$ cat config.mk
export PLATFORM = sky130hd
export DESIGN_NAME = acs_sequencer
export DESIGN_NICKNAME = d
export VERILOG_FILES = /design/src/hw/acs_prescaler.v /design/src/hw/acs_sequencer.v
export VERILOG_INCLUDE_DIRS = /design/src /design/src/include
export SDC_FILE = /design/constraint.sdc
export NUM_CORES = 1
export LEC_CHECK = 0
export ABC_AREA = 0
export BUFFER_PORTS_ARGS = -buffer_cell sky130_fd_sc_hd__clkbuf_2
export CAP_MARGIN = 20
export CORE_MARGIN = 10
export CORE_UTILIZATION = 57
export CTS_BUF_LIST = sky130_fd_sc_hd__clkbuf_4
export DETAILED_ROUTE_END_ITERATION = 10
export PLACE_DENSITY = 0.79
export SETUP_SLACK_MARGIN = 0.1
export SLEW_MARGIN = 10
export SYNTH_ARGS = -nofsm -noshare
export SYNTH_HDL_FRONTEND = slang
export SYNTH_SLANG_ARGS = --single-unit
$ cat constraint.sdc
create_clock -name sys_clk_in -period 4.4 [get_ports sys_clk_in]
set_clock_uncertainty 0.05 [all_clocks]
set_input_delay 0.44 -clock sys_clk_in [delete_from_list [all_inputs] [get_ports sys_clk_in]]
set_output_delay 0.44 -clock sys_clk_in [all_outputs]
set_load 0.02 [all_outputs]
$ cat src/include/acs_regs.vh
// Timing constants for the converter conversion sequencer
// Behaviour
// RULE1 - Converter clock period never below 33.3 ns
// RULE2 - Whole operation lasts at least 500 ns
// RULE3 - Wait two CPU clocks before sampling
// RULE4 - Sample window 2 to 32 converter clocks
// RULE5 - Conversion takes at least ten converter clocks
// RULE6 - Result loaded two CPU clocks after conversion
// RULE7 - Interrupt raised two CPU clocks after flag
// RULE8 - Flag sets with result load, software clears
`ifndef ACS_REGS_VH
`define ACS_REGS_VH
`define ACS_CLK_PERIOD_PS      5000
`define ACS_TC_AD_MIN_PS       33300
`define ACS_TOTAL_MIN_NS       500
`define ACS_SOC_DELAY_CYC      2
`define ACS_EOC_DELAY_CYC      2
`define ACS_INT_DELAY_CYC      2
`define ACS_CONV_TICKS         10
`define ACS_SH_MIN_TICKS       2
`define ACS_SH_MAX_TICKS       32
`define ACS_ST_IDLE            3'h0
`define ACS_ST_SOC             3'h1
`define ACS_ST_SAMPLE          3'h2
`define ACS_ST_CONV            3'h3
`define ACS_ST_EOC             3'h4
`endif

$ cat src/hw/acs_prescaler.v
// Converter clock tick generator with enforced minimum period
`timescale 1ns/1ps
`include "acs_regs.vh"
module acs_prescaler #(
   parameter DIV_W = 8
) (
   // Clock and reset
   input  wire             sys_clk_in,
   input  wire             rst_in,
   input  wire             ce_in,
   // Control
   input  wire             run_in,
   input  wire [DIV_W-1:0] div_in,
   // Tick
   output reg              tick_out
);
   // Cycles needed so one tick period covers the minimum, rounded up
   localparam integer MIN_CYC =
      (`ACS_TC_AD_MIN_PS + `ACS_CLK_PERIOD_PS - 1) / `ACS_CLK_PERIOD_PS;
   localparam [DIV_W-1:0] MIN_DIV = MIN_CYC[DIV_W-1:0];
   reg  [DIV_W-1:0] cnt;
   wire [DIV_W-1:0] eff_div;
   // Software divider clamped so the period never goes short
   assign eff_div = (div_in < MIN_DIV) ? MIN_DIV : div_in; // RULE1
   always @(posedge sys_clk_in) begin
      if (rst_in) begin
         cnt      <= {DIV_W{1'b0}};
         tick_out <= 1'b0;
      end else if (ce_in) begin
         tick_out <= 1'b0;
         if (!run_in) begin
            cnt <= {DIV_W{1'b0}};
         end else if (cnt >= eff_div - 1'b1) begin
            cnt      <= {DIV_W{1'b0}};
            tick_out <= 1'b1; // RULE1
         end else begin
            cnt <= cnt + 1'b1;
         end
      end
   end
endmodule // acs_prescaler

$ cat src/hw/acs_sequencer.v
// Conversion sequencer: start delay, sample, convert, load, interrupt
`timescale 1ns/1ps
`include "acs_regs.vh"
module acs_sequencer #(
   parameter DIV_W = 8,
   parameter RES_W = 10
) (
   // Clock and reset
   input  wire             sys_clk_in,
   input  wire             rst_in,
   input  wire             ce_in,
   // Trigger and control
   input  wire             soc_in,
   input  wire [4:0]       acquisition_window_prescale_in,
   input  wire [DIV_W-1:0] conv_clk_div_in,
   input  wire             flag_clear_in,
   // Analog stage
   input  wire [RES_W-1:0] conv_data_in,
   output reg              sample_out,
   output reg              convert_out,
   // Results and status
   output reg  [RES_W-1:0] result_out,
   output reg              done_flag_out,
   output reg              irq_out,
   output reg              busy_out
);
   // Whole operation minimum in system cycles, rounded up
   localparam integer TOTAL_MIN_CYC =
      (`ACS_TOTAL_MIN_NS * 1000 + `ACS_CLK_PERIOD_PS - 1) /
      `ACS_CLK_PERIOD_PS;
   localparam [7:0] TOTAL_MIN = TOTAL_MIN_CYC[7:0];
   localparam [5:0] SH_MIN = `ACS_SH_MIN_TICKS;
   localparam [5:0] SH_MAX = `ACS_SH_MAX_TICKS;
   localparam [5:0] CONV_T = `ACS_CONV_TICKS;
   localparam [1:0] SOC_D = `ACS_SOC_DELAY_CYC;
   localparam [1:0] EOC_D = `ACS_EOC_DELAY_CYC;
   localparam [1:0] INT_D = `ACS_INT_DELAY_CYC;

   reg  [2:0] state;
   reg  [5:0] ticks;
   reg  [5:0] sh_len;
   reg  [1:0] dly;
   reg  [7:0] total;
   reg  [1:0] irq_dly;
   reg        irq_pend;
   wire       tick;
   wire [5:0] req_len;

   // Prescale setting n selects n+1 ticks, kept within 2..32
   assign req_len = {1'b0, acquisition_window_prescale_in} + 6'h01;

   acs_prescaler #(
      .DIV_W (DIV_W)
   ) u_presc (
      .sys_clk_in (sys_clk_in),
      .rst_in     (rst_in),
      .ce_in      (ce_in),
      .run_in     (sample_out | convert_out),
      .div_in     (conv_clk_div_in),
      .tick_out   (tick)
   );

   always @(posedge sys_clk_in) begin
      if (rst_in) begin
         state         <= `ACS_ST_IDLE;
         ticks         <= 6'h00;
         sh_len        <= SH_MIN;
         dly           <= 2'h0;
         total         <= 8'h00;
         irq_dly       <= 2'h0;
         irq_pend      <= 1'b0;
         sample_out    <= 1'b0;
         convert_out   <= 1'b0;
         result_out    <= {RES_W{1'b0}};
         done_flag_out <= 1'b0;
         irq_out       <= 1'b0;
         busy_out      <= 1'b0;
      end else if (ce_in) begin
         if (state != `ACS_ST_IDLE && total != 8'hff)
            total <= total + 8'h01;
         case (state)
            `ACS_ST_IDLE: begin
               if (soc_in) begin
                  state    <= `ACS_ST_SOC;
                  dly      <= 2'h1;
                  total    <= 8'h01;
                  busy_out <= 1'b1;
                  if (req_len < SH_MIN)
                     sh_len <= SH_MIN; // RULE4
                  else if (req_len > SH_MAX)
                     sh_len <= SH_MAX;
                  else
                     sh_len <= req_len; // RULE4
               end
            end
            `ACS_ST_SOC: begin
               if (dly >= SOC_D) begin // RULE3
                  state      <= `ACS_ST_SAMPLE;
                  sample_out <= 1'b1;
                  ticks      <= 6'h00;
               end else begin
                  dly <= dly + 2'h1;
               end
            end
            `ACS_ST_SAMPLE: begin
               if (tick) begin
                  if (ticks + 6'h01 >= sh_len) begin // RULE4
                     state       <= `ACS_ST_CONV;
                     sample_out  <= 1'b0;
                     convert_out <= 1'b1;
                     ticks       <= 6'h00;
                  end else begin
                     ticks <= ticks + 6'h01;
                  end
               end
            end
            `ACS_ST_CONV: begin
               if (tick) begin
                  if (ticks + 6'h01 >= CONV_T) begin // RULE5
                     state       <= `ACS_ST_EOC;
                     convert_out <= 1'b0;
                     dly         <= 2'h1;
                  end else begin
                     ticks <= ticks + 6'h01;
                  end
               end
            end
            `ACS_ST_EOC: begin
               // Stretch the load so the whole operation meets its floor
               if (dly >= EOC_D && total >= TOTAL_MIN) begin // RULE6 RULE2
                  state         <= `ACS_ST_IDLE;
                  busy_out      <= 1'b0;
                  result_out    <= conv_data_in;
                  done_flag_out <= 1'b1; // RULE8
                  irq_pend      <= 1'b1;
                  irq_dly       <= 2'h1;
               end else if (dly < EOC_D) begin
                  dly <= dly + 2'h1;
               end
            end
            default: state <= `ACS_ST_IDLE;
         endcase
         // Clear loses to a simultaneous set
         if (flag_clear_in && !(state == `ACS_ST_EOC && dly >= EOC_D &&
             total >= TOTAL_MIN))
            done_flag_out <= 1'b0; // RULE8
         // Interrupt follows flag by the delay, one pulse
         irq_out <= 1'b0;
         if (irq_pend && !(state == `ACS_ST_EOC && dly >= EOC_D &&
             total >= TOTAL_MIN)) begin
            if (irq_dly >= INT_D) begin // RULE7
               irq_out  <= 1'b1;
               irq_pend <= 1'b0;
            end else begin
               irq_dly <= irq_dly + 2'h1;
            end
         end
      end
   end
endmodule // acs_sequencer

Word-level counts from Yosys, hierarchy flattened --
Index checks and enable logic that the tools add are counted.
Storage, ports and cells: register bits 52, bits of input ports 28, output and inout port bits 15
Operators by class: add/sub/neg operators 7, $lt $le $gt $ge 10, eq/ne operators 16, multiplexer cells 56, bitwise operators 1, reductions and logical operators 25
Operator list (count):
- 8-bit 2-to-1 mux | 6
- 6-bit 2-to-1 mux | 7
- 3-bit 2-to-1 mux | 7
- 1-bit 2-to-1 mux | 20
- 2-bit 2-to-1 mux | 10
- 2-bit != test (second input constant) | 9
- 6-bit case mux with 3 select lines | 1
- 8-bit by 1-bit adder with 8-bit output (second input constant) | 2
- 8-bit AND reduction | 2
- 3-bit case mux with 5 select lines | 1
- 6-bit AND reduction | 2
- 2-bit nonzero test | 5
- 3-bit AND reduction | 3
- 8-bit by 7-bit greater-or-equal comparator with 1-bit output (second input constant) | 1
- 8-bit greater-or-equal comparator | 1
- 8-bit by 3-bit < comparator with 1-bit output (second input constant) | 1
- 8-bit != test (second input constant) | 1
- 2-bit case mux with 4 select lines | 1
- 8-bit by 1-bit subtractor with 8-bit output (second input constant) | 1
- 5-bit by 1-bit adder with 6-bit output (second input constant) | 1
- 6-bit by 1-bit adder with 6-bit output (second input constant) | 1
- 3-bit by 2-bit == test with 1-bit output (second input constant) | 2
- 6-bit by 4-bit greater-or-equal comparator with 1-bit output (second input constant) | 1
- 6-bit greater-or-equal comparator | 1
- 17 further kinds | 28

Depth between registers and ports, before layout --
Gate-level depths: netlist (run 1).
depth after elaboration 7, gate-level depth with buffers 15

By module --
A second synthesis (run 1) with hierarchy kept.
Second synthesis, totals: cells, all modules 388, area, all modules 3106.7 um^2
By module, submodules not included:
- acs_sequencer | times used 1, cells an instance 297, area an instance 2308.5 um^2, sequential area each 860.8 um^2
- acs_prescaler | times used 1, cells an instance 91, area an instance 798.3 um^2, sequential area each 180.2 um^2

Worst setup path before layout (run 1) --
Ideal clock, no wire load.
path type input port to flip-flop, start input conv_clk_div_in[5], end register u_presc.cnt[5], setup time 74 ps, arrival time 3030 ps, data required time 4276 ps, path slack 1245 ps, cell stages on the path 15, path buffers 1, cell sequence or4_1 nor2_1 nor2_1 ha_1 nand2_1 or4_1 xor2_1 ha_1 a21o_1 a21oi_1 o21ai_0 a21oi_2 buf_2 nand4b_1 a31oi_1
Between the ends: cells in the longest elaborated chain, start to end 6
RTL lines:
- start: declaration | RTL line acs_sequencer.v:15 | input wire [DIV_W-1:0] conv_clk_div_in,
- 8-bit by 3-bit < comparator with 1-bit output | RTL line acs_prescaler.v:24 | assign eff_div = (div_in < MIN_DIV) ? MIN_DIV : div_in;
- 8-bit 2-to-1 mux (*) | RTL line acs_prescaler.v:24
- 8-bit by 1-bit subtractor with 8-bit output (*) | RTL line acs_prescaler.v:33 | end else if (cnt >= eff_div - 1'b1) begin
- 8-bit greater-or-equal comparator (*) | RTL line acs_prescaler.v:33
- 8-bit 2-to-1 mux (*) | RTL line acs_prescaler.v:33
- 8-bit 2-to-1 mux (*) | RTL line acs_prescaler.v:31 | if (!run_in) begin
- end signal: assignment | RTL line acs_prescaler.v:32 | cnt <= {DIV_W{1'b0}};
- end signal: assignment | RTL line acs_prescaler.v:34 | cnt <= {DIV_W{1'b0}};
- end signal: assignment | RTL line acs_prescaler.v:37 | cnt <= cnt + 1'b1;
- end: declaration | RTL line acs_prescaler.v:21 | reg [DIV_W-1:0] cnt;
Every way passes the cells marked *; elsewhere a longest branch is shown, timed or not. A chain may end at the register's enable or synchronous reset.

Final worst setup path (run 1) --
start input conv_clk_div_in[5], end register u_presc.cnt[2]
Same word-level chain as after synthesis.

==> flow_metrics.env, run 1 <==
export IMPL_synth_edf_count=0
export IMPL_period_share_pct=72.9
export IMPL_antenna_found_initial=0
export IMPL_postCtsResizedCells=0
export IMPL_drv_slew=0
export IMPL_synth_most_common_cell="dfxtp_1"
export IMPL_yosysSeqAreaShare_pct=32.7
export IMPL_synth_nets=449
export IMPL_cts_inserted_buffers=5
export IMPL_cap_violations=0
export IMPL_ys_ff_latch=52
export IMPL_min_period_ps=3210
export IMPL_timing_fmax_ghz=0.312
export IMPL_place_congestion=0.868
export IMPL_antenna_cells=0
export IMPL_synth_common_cells="dfxtp_1 (52), nand2_1 (45), a21oi_1 (33), nand3_1 (27), nor2_1 (27)"
export IMPL_die_width_um=94.8
export IMPL_avgViaCountPerCell=5.67
export IMPL_portBuffers=42
export IMPL_synth_area_leaders="dfxtp_1 (33%), ha_1 (8.6%), nand2_1 (5.3%)"
export IMPL_insertion_delay_ps=380
export IMPL_clk_pin_slew_ps=170
export IMPL_cts_root_buf="clkbuf_4"
export IMPL_p_leak_nw=1.34
export IMPL_rsz0062_at_grt="no"
export IMPL_required_ps=4660
export IMPL_place_inst=495
export IMPL_core_area_um2=5470
export IMPL_cp_arrival_ps=3470
export IMPL_ios=43
export IMPL_finalPower_w=0.000891
export IMPL_cp_max_fo=14
export IMPL_dp_hpwl_mm=4.99
export IMPL_dieHeight_um=94.8
export IMPL_criticalPathCategory="in -> reg"
export IMPL_ant_nets=0
export IMPL_synth_distinct_cells=54
export IMPL_num_fill_cells=515
export IMPL_syn_inst=399
export IMPL_grt_pass1_vias=2627
export IMPL_whs_ps=198
export IMPL_avgSynthCellArea_um2=7.99
export IMPL_status="finished, final reports clean"
export IMPL_dr_pass1_iters=4
export IMPL_layout_area_overhead_vs_synth_pct=7.26
export IMPL_remaining_drc_errors=0
export IMPL_grt_max_degree=42
export IMPL_hp_class="in -> reg"
export IMPL_synth_warning_count=0
export IMPL_final_nets=480
export IMPL_drive_gt1_share_pct=13.5
export IMPL_rr_worst_depth=8
export IMPL_clk_path_buf_depth=2
export IMPL_tightest_slew_ps=869
export IMPL_cts_tree="done"
export IMPL_syn_area_um2=3190
export IMPL_hold_viol_final=0
export IMPL_h_tree_depth=2
export IMPL_vdd_drop_max_uv=176
export IMPL_ys_async_sr_fraction_pct=0
export IMPL_ys_dominant_reg_cell="dfxtp_1"
export IMPL_cts_sinks=52
export IMPL_setup_viol=0
export IMPL_drtIter0Drc=167
export IMPL_synth_top_area_cell="dfxtp_1"
export IMPL_vias=2852
export IMPL_num_rows=27
export IMPL_p_per_area_nw_per_um2=261
export IMPL_startpoint_type="input pin"
export IMPL_max_slew_margin_pct=42.1
export IMPL_drt_total_wl_mm=6.78
export IMPL_finalSetupTns_ps=0
export IMPL_die_area_um2=8980
export IMPL_synth_top_cell_area_share_pct=32.7
export IMPL_routedWlPerCell_um=13.5
export IMPL_hold_buffers=0
export IMPL_grt_usage_pct=15.1
export IMPL_gr_total_overflow=0
export IMPL_cts_setup_buffers=0
export IMPL_grt_pass1_wl_mm=11.5
export IMPL_crit_path_end_kind="flip-flop"
export IMPL_final_cells=503
export IMPL_start_util_pct=58.3
export IMPL_hold_depth=3
registers in the layout (all words and copies together), names as in the netlist:
register	cells
busy_out	1
convert_out	1
dly	2
done_flag_out	1
irq_dly	2
irq_out	1
irq_pend	1
result_out	10
sample_out	1
sh_len	6
state	3
ticks	6
total	8
u_presc.cnt	8
u_presc.tick_out	1
layout by cell type (no fill, tap or decap), types with 6 or more instances in the layout:
cell type / count
a211oi_1: 6
a21oi_1: 33
a31oi_1: 9
clkbuf_2: 42
dfxtp_1: 52
ha_1: 22
inv_1: 24
nand2_1: 45
nand2b_1: 15
nand3_1: 27
nand3b_1: 7
nor2_1: 27
nor3_1: 19
o21ai_0: 12
or3_1: 6
xnor2_1: 6
xor2_1: 12
critical path, cell delays in order:
cell      delay (ps)
clkbuf_2         100
or4_1            540
nor2_1           190
nor2_1            90
ha_1             210
nand2_1           80
or4_1            110
xor2_1           160
ha_1             260
a21o_1           180
a21oi_1          160
o21ai_0          130
a21oi_2          460
nand4b_1         160
a31oi_1          170
stage by stage:
step / cell area (um^2) / setup slack (ps) / util [%]
2_1_floorplan: 3190 / 1250 / -
3_3_place_gp: 3360 / 900 / 61.3
3_5_place_dp: 3360 / 792 / 61.3
4_1_cts: 3420 / 1200 / 62.5
5_1_grt: 3420 / 889 / 62.5
6_report: 3420 / 1190 / 62.5
power by group:
group          internal [W]  switching [W]  total [W]  leakage, nW
sequential         0.000484      0.0000158   0.000500        0.421
clock             0.0000669       0.000165   0.000232       0.0358
combinational     0.0000619      0.0000976   0.000159        0.883
total              0.000613       0.000278   0.000891         1.34
path summary, 6_finish.rpt:
path	start	endpoint	slack (ps)
worst min-delay path	conv_data_in[6]	result_out[6]	200
worst min register to register	result_out[6]	result_out[6]	410
worst max-delay path	conv_clk_div_in[5]	u_presc.cnt[2]	1190
worst max register to register	ticks[0]	convert_out	1680
routing by layer:
layer / track usage, % / vias up / wire length, um / share of wire (%)
met1: 18.7 / 1317 / 3160 / 47
met2: 25.6 / 52 / 3230 / 48
li1: - / 1478 / - / -
met5: 0 / - / 0 / 0
met4: 3.37 / 0 / 61 / 0.90
met3: 3.73 / 5 / 327 / 4.8
cell type report:
type / count / area [um^2] / area share, %
multi-input cells: 304 / 1920 / 56.1
flip-flops and latches: 52 / 1040 / 30.4
repair buffers: 43 / 218 / 6.37
inverters: 24 / 90.1 / 2.63
well taps: 72 / 90.1 / 2.63
clock buffers: 5 / 37.5 / 1.10
clock inverters: 3 / 26.3 / 0.768
cell families after synthesis:
group / after synthesis / synth area share [%]
fa+ha+maj: 22 / 8.63
flops: 52 / 32.7
simple gates: 170 / 26.9
xor+xnor: 18 / 4.95
compound gates: 94 / 19.7
buf+inv: 43 / 7.22
Note: power is estimated with default switching activity, not from simulation.
==> run 2: changes to the inputs <==
==> constraint.sdc (replaced) <==
create_clock -name sys_clk_in -period 3 [get_ports sys_clk_in]
set_clock_uncertainty 0.05 [all_clocks]
set_input_delay 0.3 -clock sys_clk_in [delete_from_list [all_inputs] [get_ports sys_clk_in]]
set_output_delay 0.3 -clock sys_clk_in [all_outputs]
set_load 0.02 [all_outputs]
==> run 2 against run 1 <==
Against the previous run:
- count of clock-buffer cells in the layout did not move
- core utilization rose by 2.5 points
- via count rose by 2.1%
- cell count rose by 1.8%
- die area did not move
- largest cell class unchanged
==> flow_metrics.env, run 2 (same netlist as run 1, synthesis figures left out) <==
export IMPL_cap_violations=0
export IMPL_reg2reg_to="convert_out"
export IMPL_cts_inserted_buffers=5
export IMPL_core_area_um2=5470
export IMPL_cp_max_fo=7
export IMPL_clk_pin_slew_ps=150
export IMPL_antenna_found_initial=0
export IMPL_grt_max_degree=34
export IMPL_setup_viol=0
export IMPL_antenna_cells=0
export IMPL_grt_usage_pct=15.2
export IMPL_critPathTopFamily="compound AO/OA/AOI/OAI gates"
export IMPL_vdd_drop_max_uv=347
export IMPL_vias=2913
export IMPL_whs_ps=67.7
export IMPL_timing_fmax_ghz=0.362
export IMPL_critPathBufInv=2
export IMPL_cts_sinks=52
export IMPL_pwr_share_seq_pct=52.9
export IMPL_start_util_pct=58.3
export IMPL_largest_register_ffs=10
export IMPL_dieHeight_um=94.8
export IMPL_tightest_slew_ps=502
export IMPL_clk_path_buf_depth=2
export IMPL_top_register="result_out"
export IMPL_drv_slew=0
export IMPL_worstSetupPathDepth=13
export IMPL_grt_pass1_wl_mm=11.6
export IMPL_required_ps=3260
export IMPL_criticalPathCategory="in -> reg"
export IMPL_place_congestion=0.847
export IMPL_crit_end="u_presc.cnt[7]"
export IMPL_reg2reg_from="ticks[0]"
export IMPL_avgViaCountPerCell=5.69
export IMPL_rsz0062_at_grt="no"
export IMPL_min_period_ps=2760
export IMPL_met1_usage_pct=18.4
export IMPL_finalSetupTns_ps=0
export IMPL_drive_gt1_share_pct=16.6
export IMPL_hp_class="in -> reg"
export IMPL_drt_total_wl_mm=7.00
export IMPL_p_per_area_nw_per_um2=390
export IMPL_max_slew_margin_pct=65.7
export IMPL_status="finished, final reports clean"
export IMPL_gr_total_overflow=0
export IMPL_crit_slowest_cell="or4_4"
export IMPL_dp_hpwl_mm=5.18
export IMPL_grt_pass1_vias=2663
export IMPL_slowest_delay_ps=550
export IMPL_num_rows=27
export IMPL_final_nets=489
export IMPL_reg_top3="result_out: 10 flops, total: 8 flops, u_presc.cnt: 8 flops"
export IMPL_cts_tree="done"
export IMPL_hold_buffers=0
export IMPL_remaining_drc_errors=0
export IMPL_design_area_um2=3560
export IMPL_die_width_um=94.8
export IMPL_crit_start="conv_clk_div_in[6]"
export IMPL_die_area_um2=8980
export IMPL_portBuffers=42
export IMPL_crit_path_end_kind="flip-flop"
export IMPL_placed_cell_area_um2=3440
export IMPL_internal_power_w=0.000992
export IMPL_rr_worst_depth=8
export IMPL_pre_cts_ws_ps=-95.7
export IMPL_r2r_slack_ps=380
export IMPL_p_sw_w=0.000394
export IMPL_ant_nets=0
export IMPL_busiest_layer="met2"
export IMPL_routedWlPerCell_um=13.7
export IMPL_cts_root_buf="clkbuf_4"
export IMPL_power_frac_comb_pct=18.5
export IMPL_period_share_pct=92.1
export IMPL_final_common_cell="dfxtp_1"
export IMPL_h_tree_depth=2
export IMPL_num_fill_cells=505
export IMPL_p_sw_share_pct=28.4
export IMPL_setup_ws_ps=236
export IMPL_finalPower_w=0.00139
export IMPL_use_met3_pct=4.20
export IMPL_mostFrequentLayoutCells="dfxtp_1 (52), nand2_1 (44), clkbuf_2 (42)"
export IMPL_ios=43
export IMPL_use_met2_pct=25.7
export IMPL_startpoint_type="input pin"
export IMPL_clkPwrFrac_pct=28.7
export IMPL_insertion_delay_ps=380
export IMPL_drtIter0Drc=148
export IMPL_dr_pass1_iters=4
export IMPL_hold_viol_final=0
export IMPL_cp_arrival_ps=3030
export IMPL_path_cells="clkbuf_2 > or4_4 > nor2_4 > nor2_1 > ha_2 > xor2_1 > ha_1 > a2111o_1 > a31o_2 > a21oi_2 > clkbuf_16 > a31oi_1 > a21oi_1"
export IMPL_layout_area_overhead_vs_synth_pct=11.6
export IMPL_p_leak_nw=1.40
-- run 2: metrics by stage --
step	util, %	cells
2_1_floorplan	-	399
3_3_place_gp	62.8	502
3_5_place_dp	62.8	502
4_1_cts	64.2	510
5_1_grt	65.0	512
6_report	65.0	512
-- run 2: worst min path at each step --
stage / slack, ps / startpoint / endpoint / depth (start not counted)
finish: 70 / conv_data_in[6] / result_out[6] / 3
global route: 60 / conv_data_in[2] / result_out[2] / 3
CTS: 60 / conv_data_in[7] / result_out[7] / 3
detailed placement: 400 / result_out[5] / result_out[5] / 2
global placement: 390 / result_out[0] / result_out[0] / 2
floorplan: 390 / conv_data_in[4] / result_out[4] / 2
-- run 2: timing repair --
action                                  CTS  global route
gates resized for setup                   0             3
buffers inserted                          0             1
endpoints found under the setup margin    0             5
-- run 2: tightest hold or removal path, stage by stage --
cell,delay (ps)
clkbuf_2,80
nand2_1,40
a21oi_1,50
-- run 2: power groups by stage --
stage	clock network [W]	logic, W	registers [W]
floorplan	0	0.000195	0.000739
global placement	0	0.000236	0.000746
detailed placement	0	0.000245	0.000748
CTS	0.000406	0.000246	0.000733
global route	0.000430	0.000288	0.000737
finish	0.000397	0.000256	0.000733
-- run 2: area by class of cell --
type | instances | area (um^2) | share of cell area [%]
multi-input cells | 304 | 1940 | 54.6
clock buffers | 5 | 37.5 | 1.06
inverters | 24 | 90.1 | 2.53
well taps | 72 | 90.1 | 2.53
flip-flops and latches | 52 | 1040 | 29.3
clock inverters | 3 | 42.5 | 1.20
repair buffers | 52 | 315 | 8.86
-- run 2: per-layer routing --
metal,part of all wire [%],vias to the layer above
met2,48,48
met1,47,1358
li1,-,1500
met4,0.89,0
met3,5.0,7
met5,0,-
